### src/inc/ccds_cfg.svh
`ifndef CCDS_CFG_SVH
`define CCDS_CFG_SVH
// ----------------------------------------
// register indices (byte address = 4 x index)
// ----------------------------------------
`define CCDS_IDX_CFG      4'h0
`define CCDS_IDX_MUX      4'h1
`define CCDS_IDX_GAIN_R   4'h2
`define CCDS_IDX_GAIN_B   4'h4
`define CCDS_IDX_OFS_R    4'h5
`define CCDS_IDX_OFS_B    4'h7
`define CCDS_IDX_STATUS   4'h8
// ----------------------------------------
// field positions
// ----------------------------------------
`define CCDS_CFG_CDS_BIT  5
`define CCDS_CFG_3CH_BIT  2
`define CCDS_CFG_1CH_BIT  1
`define CCDS_MUX_ORD_HI   6
`define CCDS_MUX_ORD_LO   5
`define CCDS_MUX_SEL_HI   4
`define CCDS_MUX_SEL_LO   2
`define CCDS_ORD_RGB      2'h1
`define CCDS_ORD_BGR      2'h2
`define CCDS_SEL_G        3'h2
`define CCDS_SEL_B        3'h4
// ----------------------------------------
// reset values
// ----------------------------------------
`define CCDS_CFG_RST      8'h34
`define CCDS_MUX_RST      8'h21
`define CCDS_GAIN_RST     8'h00
`define CCDS_OFS_RST      8'h00
// ----------------------------------------
// timing and scaling
// ----------------------------------------
`define CCDS_LAT          3
`define CCDS_SLOT_LAST    2'h2
`define CCDS_GAIN_UNITY   13'h0200
`define CCDS_GAIN_STEP    13'h000a
`endif

### src/inc/ccds_pkg.sv
package ccds_pkg;
  typedef logic [2:0][11:0] ccds_pix3_t;
  typedef enum logic [1:0] {CCDS_CH_R, CCDS_CH_G, CCDS_CH_B} ccds_ch_t;
  typedef struct packed {
    logic [11:0] w;
    ccds_ch_t    ch;
  } ccds_conv_t;
endpackage

### src/inc/ccds_if.sv
`timescale 1ns/10ps
interface ccds_link_if;
  import ccds_pkg::*;
  logic       rl_fall;
  logic       dl_rise;
  logic       dl_fall;
  logic       cv_fall;
  logic       push;
  ccds_conv_t din;
  ccds_conv_t q;
  modport edge_src (output rl_fall, dl_rise, dl_fall, cv_fall);
  modport pipe     (input push, din, output q);
  modport core     (input rl_fall, dl_rise, dl_fall, cv_fall, q, output push, din);
endinterface

### src/rtl/ccds_top.sv
// Register access over APB and the register offsets are this design's own decisions.
`timescale 1ns/10ps
`include "ccds_cfg.svh"
module ccds_top (
  input  wire logic              clk,
  input  wire logic              srst,
  input  wire logic              psel,
  input  wire logic              penable,
  input  wire logic              pwrite,
  input  wire logic [7:0]        paddr,
  input  wire logic [31:0]       pwdata,
  output logic [31:0]            prdata,
  output logic                   pready,
  output logic                   pslverr,
  input  wire logic              reset_level_sample_clock,
  input  wire logic              data_level_sample_clock,
  input  wire logic              converter_sample_clock,
  input  wire ccds_pkg::ccds_pix3_t vin_code,
  input  wire logic [11:0]       offset_ref_code,
  input  wire logic              out_enable_n,
  output logic [11:0]            data_out,
  output logic                   data_oe,
  output logic                   data_valid,
  output ccds_pkg::ccds_ch_t     data_chan,
  output ccds_pkg::ccds_ch_t     mux_channel,
  output logic                   clamp_active
);
  import ccds_pkg::*;
  // ----------------------------------------
  // state
  // ----------------------------------------
  typedef struct packed {
    logic [7:0]       cfg;
    logic [7:0]       channel_multiplexer;
    logic [2:0][7:0]  gain;
    logic [2:0][7:0]  ofs;
    ccds_pix3_t       ref_lv;
    ccds_pix3_t       held;
    logic [1:0]       slot;
    logic [1:0]       fill;
    logic [11:0]      dout;
    ccds_ch_t         dchan;
    logic             dvalid;
    logic             doe;
    logic             clamp;
    ccds_ch_t         mch;
    logic             pready;
    logic             pslverr;
    logic [31:0]      prdata;
  } ccds_core_st_t;
  ccds_core_st_t st_r;
  ccds_core_st_t st_nxt;
  ccds_link_if   lk ();
  logic          cds_on;
  logic          three_on;
  ccds_ch_t      cur_chan;
  logic [4:0]    hit;
  logic          wr_go;
  logic [1:0]    ord;
  logic [2:0]    sel;
  // ----------------------------------------
  // decode helpers
  // ----------------------------------------
  function automatic logic ccds_is_cds(input logic [7:0] c);
    return c[`CCDS_CFG_CDS_BIT];
  endfunction
  // bit2 wins if both set; neither set falls back to three-channel
  function automatic logic ccds_is_3ch(input logic [7:0] c);
    return c[`CCDS_CFG_3CH_BIT] | ~c[`CCDS_CFG_1CH_BIT];
  endfunction
  function automatic ccds_ch_t ccds_order_ch(input logic [1:0] o, input logic [1:0] s);
    ccds_ch_t c;
    c = CCDS_CH_G;
    if (s == 2'h0) begin
      c = (o == `CCDS_ORD_BGR) ? CCDS_CH_B : CCDS_CH_R;
    end else if (s == `CCDS_SLOT_LAST) begin
      c = (o == `CCDS_ORD_BGR) ? CCDS_CH_R : CCDS_CH_B;
    end
    return c;
  endfunction
  // non one-hot patterns fall back to red
  function automatic ccds_ch_t ccds_sel_ch(input logic [2:0] s);
    ccds_ch_t c;
    c = CCDS_CH_R;
    if (s == `CCDS_SEL_G) begin
      c = CCDS_CH_G;
    end else if (s == `CCDS_SEL_B) begin
      c = CCDS_CH_B;
    end
    return c;
  endfunction
  // {valid, index}; word aligned, index 0..8
  function automatic logic [4:0] ccds_dec(input logic [7:0] a);
    logic ok;
    ok = (a[1:0] == 2'h0) && (a[7:2] <= {2'h0, `CCDS_IDX_STATUS});
    return {ok, a[5:2]};
  endfunction
  function automatic logic [11:0] ccds_diff(input logic [11:0] a, input logic [11:0] b);
    return (a > b) ? a - b : 12'h000;
  endfunction
  // sign-magnitude offset in lsb, then gain of 1 + code/51.2
  function automatic logic [11:0] ccds_scale(input logic [11:0] x, input logic [7:0] g,
                                             input logic [7:0] o);
    logic [12:0] s;
    logic [12:0] m;
    logic [25:0] p;
    if (o[7]) begin
      s = {1'b0, ccds_diff(x, {5'h00, o[6:0]})};
    end else begin
      s = {1'b0, x} + {6'h00, o[6:0]};
    end
    m = `CCDS_GAIN_UNITY + 13'({5'h00, g} * `CCDS_GAIN_STEP);
    p = 26'(s) * 26'(m);
    return (|p[25:21]) ? 12'hfff : p[20:9];
  endfunction
  // ----------------------------------------
  // submodules
  // ----------------------------------------
  ccds_edge u_edge (
    .clk    (clk),
    .srst   (srst),
    .rl_clk (reset_level_sample_clock),
    .dl_clk (data_level_sample_clock),
    .cv_clk (converter_sample_clock),
    .lk     (lk.edge_src)
  );
  ccds_pipe u_pipe (
    .clk  (clk),
    .srst (srst),
    .lk   (lk.pipe)
  );
  // ----------------------------------------
  // mode and channel selection
  // ----------------------------------------
  assign ord      = st_r.channel_multiplexer[`CCDS_MUX_ORD_HI:`CCDS_MUX_ORD_LO];
  assign sel      = st_r.channel_multiplexer[`CCDS_MUX_SEL_HI:`CCDS_MUX_SEL_LO];
  assign cds_on   = ccds_is_cds(st_r.cfg);
  assign three_on = ccds_is_3ch(st_r.cfg);
  assign cur_chan = three_on ? ccds_order_ch(ord, st_r.slot) : ccds_sel_ch(sel);
  assign hit      = ccds_dec(paddr);
  assign wr_go    = psel & penable & st_r.pready & pwrite & hit[4];
  assign lk.push  = lk.cv_fall;
  assign lk.din   = '{w: ccds_scale(st_r.held[cur_chan], st_r.gain[cur_chan], st_r.ofs[cur_chan]),
                      ch: cur_chan};
  // ----------------------------------------
  // next state
  // ----------------------------------------
  always_comb begin
    st_nxt = st_r;
    // apb: one wait state, answer prepared in first access cycle
    st_nxt.pready  = 1'b0;
    st_nxt.pslverr = 1'b0;
    if (psel && penable && !st_r.pready) begin
      st_nxt.pready  = 1'b1;
      st_nxt.pslverr = ~hit[4];
      st_nxt.prdata  = 32'h0000_0000;
      if (hit[4]) begin
        unique case (hit[3:0])
          `CCDS_IDX_CFG:    st_nxt.prdata[7:0] = st_r.cfg;
          `CCDS_IDX_MUX:    st_nxt.prdata[7:0] = st_r.channel_multiplexer;
          `CCDS_IDX_STATUS: st_nxt.prdata[6:0] = {st_r.clamp, three_on, cds_on, st_r.mch, st_r.slot};
          default: begin
            if (hit[3:0] <= `CCDS_IDX_GAIN_B) begin
              st_nxt.prdata[7:0] = st_r.gain[2'(hit[3:0] - `CCDS_IDX_GAIN_R)];
            end else begin
              st_nxt.prdata[7:0] = st_r.ofs[2'(hit[3:0] - `CCDS_IDX_OFS_R)];
            end
          end
        endcase
      end
    end
    if (wr_go) begin
      if (hit[3:0] == `CCDS_IDX_CFG) begin
        st_nxt.cfg = pwdata[7:0];
      end else if (hit[3:0] == `CCDS_IDX_MUX) begin
        st_nxt.channel_multiplexer = pwdata[7:0];
      end else if (hit[3:0] >= `CCDS_IDX_GAIN_R && hit[3:0] <= `CCDS_IDX_GAIN_B) begin
        st_nxt.gain[2'(hit[3:0] - `CCDS_IDX_GAIN_R)] = pwdata[7:0];
      end else if (hit[3:0] >= `CCDS_IDX_OFS_R && hit[3:0] <= `CCDS_IDX_OFS_B) begin
        st_nxt.ofs[2'(hit[3:0] - `CCDS_IDX_OFS_R)] = pwdata[7:0];
      end
    end
    // clamp only in double sampling, following the reset pulse one clk later
    st_nxt.clamp = cds_on & reset_level_sample_clock;
    if (lk.rl_fall && cds_on) begin
      st_nxt.ref_lv = vin_code;
    end
    // all three inputs captured together in every mode
    if (lk.dl_fall) begin
      for (int i = 0; i < 3; i++) begin
        if (cds_on) begin
          st_nxt.held[i] = ccds_diff(st_r.ref_lv[i], vin_code[i]);
        end else begin
          st_nxt.held[i] = ccds_diff(vin_code[i], offset_ref_code);
        end
      end
    end
    st_nxt.dvalid = 1'b0;
    if (lk.cv_fall) begin
      st_nxt.dout   = lk.q.w;
      st_nxt.dchan  = lk.q.ch;
      st_nxt.dvalid = (st_r.fill == 2'(`CCDS_LAT));
      if (st_r.fill != 2'(`CCDS_LAT)) begin
        st_nxt.fill = st_r.fill + 2'h1;
      end
      if (three_on && st_r.slot != `CCDS_SLOT_LAST) begin
        st_nxt.slot = st_r.slot + 2'h1;
      end else begin
        st_nxt.slot = 2'h0;
      end
    end
    // pixel boundary wins over a coinciding step
    if (lk.dl_rise) begin
      st_nxt.slot = 2'h0;
    end
    st_nxt.mch = three_on ? ccds_order_ch(ord, st_nxt.slot) : ccds_sel_ch(sel);
    st_nxt.doe = ~out_enable_n;
    if (srst) begin
      st_nxt        = '0;
      st_nxt.cfg    = `CCDS_CFG_RST;
      st_nxt.channel_multiplexer    = `CCDS_MUX_RST;
      st_nxt.gain   = {3{`CCDS_GAIN_RST}};
      st_nxt.ofs    = {3{`CCDS_OFS_RST}};
      st_nxt.dchan  = CCDS_CH_R;
      st_nxt.mch    = CCDS_CH_R;
    end
  end
  always_ff @(posedge clk) begin
    st_r <= st_nxt;
  end
  // ----------------------------------------
  // outputs
  // ----------------------------------------
  assign prdata       = st_r.prdata;
  assign pready       = st_r.pready;
  assign pslverr      = st_r.pslverr;
  assign data_out     = st_r.dout;
  assign data_oe      = st_r.doe;
  assign data_valid   = st_r.dvalid;
  assign data_chan    = st_r.dchan;
  assign mux_channel  = st_r.mch;
  assign clamp_active = st_r.clamp;
endmodule

### src/rtl/ccds_edge.sv
`timescale 1ns/10ps
module ccds_edge (
  input wire logic    clk,
  input wire logic    srst,
  input wire logic    rl_clk,
  input wire logic    dl_clk,
  input wire logic    cv_clk,
  ccds_link_if.edge_src lk
);
  import ccds_pkg::*;
  typedef struct packed {
    logic rl;
    logic dl;
    logic cv;
  } ccds_edge_st_t;
  ccds_edge_st_t st_r;
  ccds_edge_st_t st_nxt;
  // ----------------------------------------
  // previous pin levels
  // ----------------------------------------
  always_comb begin
    st_nxt = '{rl: rl_clk, dl: dl_clk, cv: cv_clk};
    if (srst) begin
      st_nxt = '0;
    end
  end
  always_ff @(posedge clk) begin
    st_r <= st_nxt;
  end
  // pins are synchronous, so edges are plain compares
  assign lk.rl_fall = st_r.rl & ~rl_clk;
  assign lk.dl_rise = ~st_r.dl & dl_clk;
  assign lk.dl_fall = st_r.dl & ~dl_clk;
  assign lk.cv_fall = st_r.cv & ~cv_clk;
endmodule

### src/rtl/ccds_pipe.sv
`timescale 1ns/10ps
`include "ccds_cfg.svh"
module ccds_pipe (
  input wire logic clk,
  input wire logic srst,
  ccds_link_if.pipe lk
);
  import ccds_pkg::*;
  typedef struct packed {
    ccds_conv_t [`CCDS_LAT-1:0] stg;
  } ccds_pipe_st_t;
  ccds_pipe_st_t st_r;
  ccds_pipe_st_t st_nxt;
  // ----------------------------------------
  // latency stages, advanced per conversion
  // ----------------------------------------
  always_comb begin
    st_nxt = st_r;
    if (lk.push) begin
      st_nxt.stg[0] = lk.din;
      for (int i = 1; i < `CCDS_LAT; i++) begin
        st_nxt.stg[i] = st_r.stg[i-1];
      end
    end
    if (srst) begin
      st_nxt = '0;
    end
  end
  always_ff @(posedge clk) begin
    st_r <= st_nxt;
  end
  assign lk.q = st_r.stg[`CCDS_LAT-1];
endmodule

### config.mk
export PLATFORM = sky130hd
export DESIGN_NAME = ccds_top
export DESIGN_NICKNAME = d
export VERILOG_FILES = /design/src/inc/ccds_pkg.sv /design/src/inc/ccds_if.sv /design/src/rtl/ccds_top.sv /design/src/rtl/ccds_edge.sv /design/src/rtl/ccds_pipe.sv
export VERILOG_INCLUDE_DIRS = /design/src /design/src/inc
export SDC_FILE = /design/constraint.sdc
export NUM_CORES = 1
export LEC_CHECK = 0
export ABC_AREA = 1
export BUFFER_PORTS_ARGS = -buffer_cell sky130_fd_sc_hd__buf_2
export CAP_MARGIN = 20
export CELL_PAD_IN_SITES_DETAIL_PLACEMENT = 0
export CELL_PAD_IN_SITES_GLOBAL_PLACEMENT = 1
export CORE_UTILIZATION = 35
export CTS_BUF_LIST = sky130_fd_sc_hd__clkbuf_8
export DETAILED_ROUTE_END_ITERATION = 8
export PLACE_DENSITY = 0.67
export SYNTH_ARGS = -nofsm -noshare
export SYNTH_HDL_FRONTEND = slang
export SYNTH_SLANG_ARGS = --single-unit
### constraint.sdc
create_clock -name clk -period 15.37 [get_ports clk]
set_clock_uncertainty 0.15 [all_clocks]
set_input_delay 3.074 -clock clk [delete_from_list [all_inputs] [get_ports clk]]
set_output_delay 3.074 -clock clk [all_outputs]
set_load 0.05 [all_outputs]
; Word level (Yosys, flattened, before mapping)
; Cells that the tools add are included.
[totals]
output_inout_bits = 53
memories = 0
wordCells = 167
input_bits = 97
latch_bits = 0
ff_bits = 214
romBits = 0
ram_bits = 0
[op_classes]
multipliers = 2
shifts = 0
n_mux = 47
n_reduce_logical = 22
addsub = 13
div = 0
order_cmp = 17
eq_ne = 10
bitwise_logic = 22
[ops]
columns = cell, count
row1 = two-way mux 12 bit, 12
row2 = > comparator 12 bit, 6
row3 = subtractor 12 bit, 6
row4 = binary-select mux 8 bit (select 2 bit), 4
row5 = two-way mux 8 bit, 8
row6 = bitwise mux 24 bit, 2
row7 = two-way mux 34 bit, 1
row8 = demux 8 bit (select 2 bit), 2
row9 = multiplier 13 x 13 -> 26 bit, 1
row10 = two-way mux 2 bit, 13
row11 = binary-select mux 12 bit (select 2 bit), 1
row12 = one-hot mux 7 bit (3 select lines), 1
row13 = two-way mux 19 bit, 1
row14 = adder 10 x 12 -> 13 bit (first input constant), 1
row15 = adder 12 x 7 -> 13 bit, 1
row16 = two-way mux 13 bit, 1
row17 = > comparator 12 x 7 -> 1 bit, 1
row18 = NOT 1 bit, 12
row19 = subtractor 12 x 7 -> 12 bit, 1
row20 = multiplier 8 x 3 -> 11 bit (second input constant), 1
row21 = bitwise AND 1 bit, 9
row22 = logical AND 1 bit, 9
row23 = < comparator 2 x 3 -> 1 bit (second input constant), 3
row24 = == test 2 bit (second input constant), 4
row25 = other kinds (24), 32

; Longest topological paths before layout
; Gate-level depths: netlist (run 1).
[logic_depth]
depth_word = 13
depth_mapped = 57

; By module
; A second synthesis (run 1) with hierarchy kept.
[unflattened]
hier_cells = 2930
hier_area_um2 = 20104.3
[by_module_without_submodules]
columns = module, instances, seq_area_each_um2, area_per_inst_um2, cells_each
row1 = ccds_top, 1, 3383.2, 18187.4, 2634
row2 = ccds_pipe, 1, 840.8, 1808.0, 280
row3 = ccds_edge, 1, 60.1, 108.9, 16

; Least setup slack after synthesis (run 1)
; No wires, ideal clock.
[synth_path]
path_kind = flip-flop to flip-flop
startpoint = register st_r[56] (netlist name)
endpoint = register u_pipe.st_r[4] (netlist name)
arrival_ns = 8.585
required_time_ns = 15.111
stages_incl_launch_ff = 49
path_slack_ns = 6.526
synth_period_minus_slack_ns = 8.844
cell_sequence = dfxtp_1 -> inv_1 -> ha_1 -> inv_1 -> nand3_1 -> nand3_2 -> nand2_2 -> inv_4 -> buf_6 -> buf_2 -> clkbuf_1 -> o21ai_0 -> o21ai_0 -> ha_1 -> ha_1 -> a21oi_1 -> nand2_1 -> nand2_1 -> [13 not listed] -> fa_1 -> inv_1 -> fa_1 -> inv_1 -> ha_1 -> inv_1 -> o21bai_1 -> a21boi_0 -> nand2_1 -> nand2_1 -> nand4_1 -> nand2_1 -> nand2_1 -> nor2_1 -> buf_2 -> nand3_1 -> nand2_1 -> inv_1
[synth_via]
elab_chain_cells = 12
elab_cells_between_ends = 21
cone_classes = add/sub: 3 / mul: 2 / order compare: 1 / eq/ne: 1 / mux: 12 / reduce/logical: 2
[synth_rtl]
columns = element, line_no
row1 = start: declaration, ccds_top.sv:51  ; ccds_core_st_t st_r;
row2 = start signal: assignment, ccds_top.sv:229  ; st_r <= st_nxt;
row3 = == test 2 bit (no line), -
row4 = two-way mux 2 bit, ccds_top.sv:76  ; end else if (s == `CCDS_SLOT_LAST) begin
row5 = two-way mux 2 bit (*), ccds_top.sv:74  ; if (s == 2'h0) begin
row6 = two-way mux 2 bit (*), ccds_top.sv:139  ; assign cur_chan = three_on ? ccds_order_ch(ord, st_r.slot) : ccds_sel_ch(sel);
row7 = branches (longest 5 deep; another with adder 10 x 12 -> 13 bit), -
row8 = multiplier 13 x 13 -> 26 bit (*), ccds_top.sv:113  ; p = 26'(s) * 26'(m);
row9 = OR reduction 5 bit, ccds_top.sv:114  ; return (|p[25:21]) ? 12'hfff : p[20:9];
row10 = two-way mux 12 bit (*), ccds_top.sv:114
row11 = end signal: assignment, ccds_pipe.sv:30  ; st_r <= st_nxt;
row12 = end: declaration, ccds_pipe.sv:12  ; ccds_pipe_st_t st_r;
; Every way passes the cells marked *. The select of a mux whose other input is x is not followed.
; A chain may end at the register's enable or synchronous reset.

; Worst setup path after layout (run 1)
[layout_path]
startpoint = register st_r[56] (netlist name)
endpoint = register u_pipe.st_r[7] (netlist name)
; The elaborated chain is that of the path after synthesis.

==> results of run 1 <==
-- layout by cell type, fill, tap and decap left out, types with 18 or more instances in the layout --
cell type	count
inv_1	460
nand3_1	123
nand2_1	473
xor2_1	46
dfxtp_1	214
conb_1	37
nor3_1	26
nand4_1	22
xnor2_1	25
fa_1	118
buf_2	100
a31oi_1	19
a21oi_1	248
or2_2	28
nand2_2	18
a211oi_1	50
ha_1	175
o21ai_0	188
clkbuf_8	54
nor2_1	319
nand3_2	21
-- critical path, delay by kind of cell, from the launching register on --
kind / cells / cell delay, ns
buffers and inverters: 10 / 1.62
XOR/XNOR: 2 / 0.69
flip-flops: 1 / 0.36
AO/OA/AOI/OAI: 6 / 1.15
adder cells (fa/ha/maj): 11 / 4.39
AND/OR/NAND/NOR: 15 / 2.25
-- flip-flops by register name, indices dropped and copies added (netlist names), 2 cells and up --
register,flops
data_out,12
st_r,134
u_edge.st_r,3
prdata,8
data_chan,2
ord,2
mux_channel,2
u_pipe.st_r,28
sel,3
u_pipe.lk.q,14
-- how the worst min path moves through the flow --
stage | from | to | slack (ns) | cells past startpoint
6_report | u_pipe.st_r[2] | u_pipe.st_r[16] | 0.31 | 2
5_1_grt | u_pipe.st_r[2] | u_pipe.st_r[16] | 0.32 | 2
4_1_cts | u_pipe.st_r[2] | u_pipe.st_r[16] | 0.31 | 2
3_5_place_dp | u_pipe.st_r[2] | u_pipe.st_r[16] | 0.30 | 2
3_3_place_gp | u_pipe.st_r[3] | u_pipe.st_r[17] | 0.30 | 2
2_1_floorplan | u_pipe.st_r[6] | u_pipe.st_r[20] | 0.28 | 2
-- where the power goes --
group          internal (mW)  switching (mW)
Sequential             0.574         0.00891
Combinational          0.255           0.514
Clock                  0.316           0.262
-- per-stage QoR --
stage / std cells / cell area (um2) / power, mW / setup slack [ns] / hold WS [ns]
5_1_grt: 3675 / 21700 / 2.09 / 3.63 / 0.320
3_5_place_dp: 3603 / 20900 / 1.36 / 4.63 / 0.304
6_report: 3675 / 21700 / 1.93 / 4.59 / 0.308
4_1_cts: 3674 / 21700 / 1.96 / 4.53 / 0.314
2_1_floorplan: 2880 / 20200 / 1.17 / 6.53 / 0.280
3_3_place_gp: 3603 / 20900 / 1.36 / 4.74 / 0.299
-- cells by family (layout without fill, tap and decap cells) --
group / count (synthesis) / after routing / synth area share (%)
xor gates and xnor gates: 72 / 72 / 3.18
DFF: 214 / 214 / 21.3
adders and majority gates: 293 / 293 / 22.7
AOI/OAI and AO/OA: 586 / 586 / 16.5
buffers and inverters: 609 / 647 / 12.9
and+or+nand+nor: 1069 / 1069 / 23.3
other: 2 / 38 / 0.0374
-- per-layer routing --
layer  up-vias  wire, um  track usage [%]
met5         -         0                0
met4         0      1100             5.35
met3        70      2730             3.00
met2       348     26500             33.6
met1      8424     27500             27.5
li1       9169         -                -
-- area by class of cell --
type                    instances  share of cell area, %
clock buffers                  54                   3.42
inverters                     464                   8.02
repair buffers                112                   2.72
flip-flops and latches        214                   19.7
multi-input cells            2057                   61.3
well taps                     756                   4.35
clock inverters                17                  0.426
diodes                          1                 0.0115
==> qor.csv, run 1 <==
metric,value,unit
outcome,"complete, no violations",
r2r_slack,4.59,ns
synth_top_area_share,21.3,%
cp_slowest_cell,inv_4,
final_nets,3280,
setup_tns,0,ns
powerDensity,88.7,nW/um2
synth_area_leader_cell,dfxtp_1,
ys_seq_area_share,21.3,%
p_leak,10.6,nW
maxSlewHeadroom,29.2,%
ys_ff_latch,214,
avgSynthCellArea,7.05,um2
ioPinCount,150,
worstSetupPathType,flip-flop to flip-flop,
core,56500,um2
fillers,6066,
grt_pass1_vias,17810,
max_cap_violations,0,
syn_to_final_growth,8.33,%
post_cts_buffers,0,
antenna_found_initial,1,
start_kind,flip-flop,
worstSetupStartpoint,st_r[56],
period_share,70.1,%
die_w,241,um
drt-initial-drc-count,1046,
multi_input_area,13300,um2
worstPathRequired,15.70,ns
hold_viol_final,0,
post-route-min-period,10.78,ns
wl,57800,um
worstReg2RegStart,st_r[56],
critPathMaxStageDelay,0.58,ns
drc_errors,0,
dp_hpwl,44300,um
rows,87,
max_freq,0.0928,GHz
synth_commonest_cells,"nand2_1 (473), inv_1 (449), nor2_1 (320)",
place_congestion,0.880,
cts_num_sinks,214,
setup_viol,0,
synth_edf_count,0,
r2r_end,u_pipe.st_r[7],
drtAntennaViolNets,0,
rsz0062_at_grt,no,
cts_buffers,41,
reg2regPathDepth,44,
synth.area.top_cells,"dfxtp_1 (21%), fa_1 (12%), ha_1 (11%)",
h-tree-depth,2,
synth.cell_area,20100,um2
drt-pass1-iter-count,5,
ys.flop_type,dfxtp_1,
arrival,11.11,ns
clockBufferDepth,3,
end_kind,flip-flop,
grt_max_degree,95,
clk_latency,0.62,ns
async_flop_share,0,%
seqCellArea,4280,um2
grt_pass1_wl,93700,um
layout-drive-gt1-share,9.84,%
synth.distinct_cells,59,
maxSlewViolCount,0,
cp-endpoint,u_pipe.st_r[7],
worstPathMaxFanout,42,
root_buffer,clkbuf_8,
cts_tree,built,
vias,18011,
netlist_instances,2845,
synth_most_common_cell,nand2_1,
initial_core_util,35.5,%
die_height,241,um
final_util,38.5,%
track_usage,20.3,%
via_per_inst,4.90,
max_slew.worst_pin.slew,1.06,ns
die-area,58300,um2
drt-wirelength-per-cell,15.7,um
ys_warn_count,0,
io_buffers,101,
vdd_drop_max,0.0556,mV
hold_path_class,flip-flop to flip-flop,
holdBufCountCts,0,
cts_resized,0,
gr-total-overflow,0,
cts.clk_slew.worst_paths,0.06,ns
Power figures use the tool's default switching activity.
==> inputs of run 2 (changes only) <==
ABC_AREA = 0   (was 1)
PLACE_DENSITY = 0.68   (was 0.67)
clock period = 9 ns   (was 15.37 ns; I/O delays follow)
==> qor.csv, run 2 <==
metric,value,unit,change
reg2regPathDepth,39,,was 44
synth_top_family_by_area,adder cells,,was simple AND/OR/NAND/NOR gates
r2r_slack,0.14,ns,was 4.59 ns
clockPowerShare,35.7,%,was 29.9%
hold_viol_final,0,,unchanged
clockBufferDepth,3,,unchanged
r2r_end,u_pipe.st_r[5],,was u_pipe.st_r[7]
synth_edf_count,0,,unchanged
syn_to_final_growth,20.9,%,was 8.33%
die_height,236,um,was 241 um
die_w,236,um,was 241 um
setup_tns,0,ns,unchanged
wl,54300,um,was 57800 um
ys.flop_type,dfxtp_1,,unchanged
final_util,42.9,%,was 38.5%
track_usage,19.4,%,was 20.3%
max_cap_violations,0,,unchanged
h-tree-depth,2,,unchanged
grt_max_degree,79,,was 95
maxSlewViolCount,0,,unchanged
avgSynthCellArea,7.92,um2,was 7.05 um2
min_to,data_out[9],,was u_pipe.st_r[16]
synth-simple-area-share,19.8,%,was 23.3%
synth_commonest_cells,"nand2_1 (323), inv_1 (259), dfxtp_1 (214)",,"was nand2_1 (473), inv_1 (449), nor2_1 (320)"
final_cell_mix,"nand2_1 (318), inv_1 (261), dfxtp_1 (212)",,"was nand2_1 (473), inv_1 (460), nor2_1 (319)"
synth_area_leader_cell,dfxtp_1,,unchanged
grt_pass1_wl,88000,um,was 93700 um
grt_pass1_vias,17007,,was 17810
synth_most_common_cell,nand2_1,,unchanged
clk_latency,0.59,ns,was 0.62 ns
maxSlewHeadroom,27.5,%,was 29.2%
hold_path_class,flip-flop to flip-flop,,unchanged
period_share,98.5,%,was 70.1%
cts_tree,built,,unchanged
ys_warn_count,0,,unchanged
top_register,st_r,,unchanged
cts_num_sinks,214,,unchanged
diodes,0,,was 1
outcome,"complete, no violations",,unchanged
drc_errors,0,,unchanged
total_power,2.63,mW,was 1.93 mW
core,53900,um2,was 56500 um2
max_freq,0.113,GHz,was 0.0928 GHz
layout-drive-gt1-share,20.2,%,was 9.84%
path_common_cell,fa_1,,
end_kind,flip-flop,,unchanged
p_leak,10.4,nW,was 10.6 nW
max_slew.worst_pin.slew,1.08,ns,was 1.06 ns
arrival,9.11,ns,was 11.11 ns
synth.distinct_cells,85,,was 59
die-area,55600,um2,was 58300 um2
vias,17135,,was 18011
worstReg2RegStart,st_r[55],,was st_r[56]
hold_slack,0.301,ns,was 0.308 ns
drt-initial-drc-count,957,,was 1046
final_cell_area,23100,um2,was 21700 um2
seqPwrFrac,37.2,%,was 30.2%
via_per_inst,5.09,,was 4.90
combPwrFrac,27.1,%,was 39.9%
ys_ff_latch,214,,unchanged
worstPathRequired,9.25,ns,was 15.70 ns
setup_viol,0,,unchanged
async_flop_share,0,%,unchanged
switching_share,32.1,%,was 40.7%
synth_adder_area_share,23.8,%,was 22.7%
critPathMaxStageDelay,0.55,ns,was 0.58 ns
start_kind,flip-flop,,unchanged
final_common_cell,nand2_1,,unchanged
netlist_instances,2417,,was 2845
rows,85,,was 87
synth.cell_area,19100,um2,was 20100 um2
cp_slowest_cell,fa_1,,was inv_4
cts.clk_slew.worst_paths,0.06,ns,about the same
synth.area.top_cells,"dfxtp_1 (22%), fa_1 (12%), ha_1 (11%)",,"was dfxtp_1 (21%), fa_1 (12%), ha_1 (11%)"
power.switching,0.845,mW,was 0.785 mW
root_buffer,clkbuf_8,,unchanged
ys_seq_area_share,22.4,%,was 21.3%
hold_depth,2,,unchanged
vdd_drop_max,0.0961,mV,was 0.0556 mV
holdBufCountCts,0,,unchanged
drt-pass1-iter-count,5,,unchanged
cts_buffers,38,,was 41
powerDensity,114,nW/um2,was 88.7 nW/um2
initial_core_util,35.5,%,about the same
synth_compound_area_share,16.5,%,about the same
dp_hpwl,42100,um,was 44300 um
drtAntennaViolNets,0,,unchanged
placedInstanceArea,21200,um2,was 20900 um2
synth_top_area_share,22.4,%,was 21.3%
final_nets,3035,,was 3280
io_buffers,101,,unchanged
hold_start,data_out[9],,was u_pipe.st_r[2]
rsz0062_at_grt,yes,,was no
largest_reg_flops,134,,unchanged
worstPathMaxFanout,8,,was 42
antenna_found_initial,1,,unchanged
ioPinCount,150,,unchanged
worstSetupPathType,flip-flop to flip-flop,,unchanged
synth_xor_area_share,3.20,%,was 3.18%
post-route-min-period,8.86,ns,was 10.78 ns
gr-total-overflow,0,,unchanged
synth_mux_area_share,4.71,%,was 0%
drt-wirelength-per-cell,16.1,um,was 15.7 um
place_congestion,0.870,,was 0.880
internal-power,1.79,mW,was 1.14 mW
## run 2: layout make-up
class                   count  area, um2
well taps                 696        871
inverters                 260        978
clock buffers              46        633
fillers                  5429      30800
flip-flops and latches    214       4290
repair buffers            323       2330
multi-input cells        1808      13900
clock inverters            19        135
## run 2: worst max path at each step
stage / from / end / depth (start not counted)
6_report: st_r[55] / u_pipe.st_r[5] / 39
5_1_grt: st_r[56] / u_pipe.st_r[2] / 39
4_1_cts: st_r[55] / u_pipe.st_r[5] / 41
3_5_place_dp: st_r[55] / u_pipe.st_r[11] / 36
3_3_place_gp: st_r[55] / u_pipe.st_r[7] / 38
2_1_floorplan: st_r[55] / u_pipe.st_r[13] / 35
## run 2: per-layer routing
metal	track usage [%]	vias up	share of wire [%]
li1	-	8530	-
met1	24.3	8239	44
met2	34.9	282	50
met3	2.46	82	3.0
met4	5.31	2	2.3
met5	0	-	0.024
## run 2: through the flow
stage	instances	worst slack, ns
2_1_floorplan	2452	0.0588
3_3_place_gp	3261	-0.312
3_5_place_dp	3261	-0.417
4_1_cts	3349	0.00204
5_1_grt	3366	-0.320
6_report	3366	0.138
## run 2: worst max-delay path, delay by kind of cell, from the launching register on
family / cells / cell delay [ns]
flops: 1 / 0.35
compound gates: 9 / 1.38
xor+xnor: 3 / 0.67
simple gates: 6 / 0.99
buf+inv: 10 / 1.07
fa+ha+maj: 10 / 3.89
mux: 1 / 0.17
## run 2: repair_timing
action | 4_1_cts | 5_1_grt
buffers inserted | 22 | 18
setup endpoints to repair | 12 | 12
resized for setup | 74 | 103
gates cloned | 1 | 0
pin swaps | 34 | 58
## run 2: power by group through the flow
stage	registers, mW	clock network, mW	logic, mW
2_1_floorplan	0.998	0	0.439
3_5_place_dp	1.00	0	0.634
4_1_cts	0.980	0.973	0.669
5_1_grt	0.981	1.02	0.791
6_report	0.980	0.939	0.712
3_3_place_gp	1.00	0	0.629
## run 2: logic make-up after synthesis
family,count (synthesis)
mux,87
fa+ha+maj,293
compound gates,486
xor+xnor,70
flops,214
buf+inv,430
other cells,2
simple gates,835
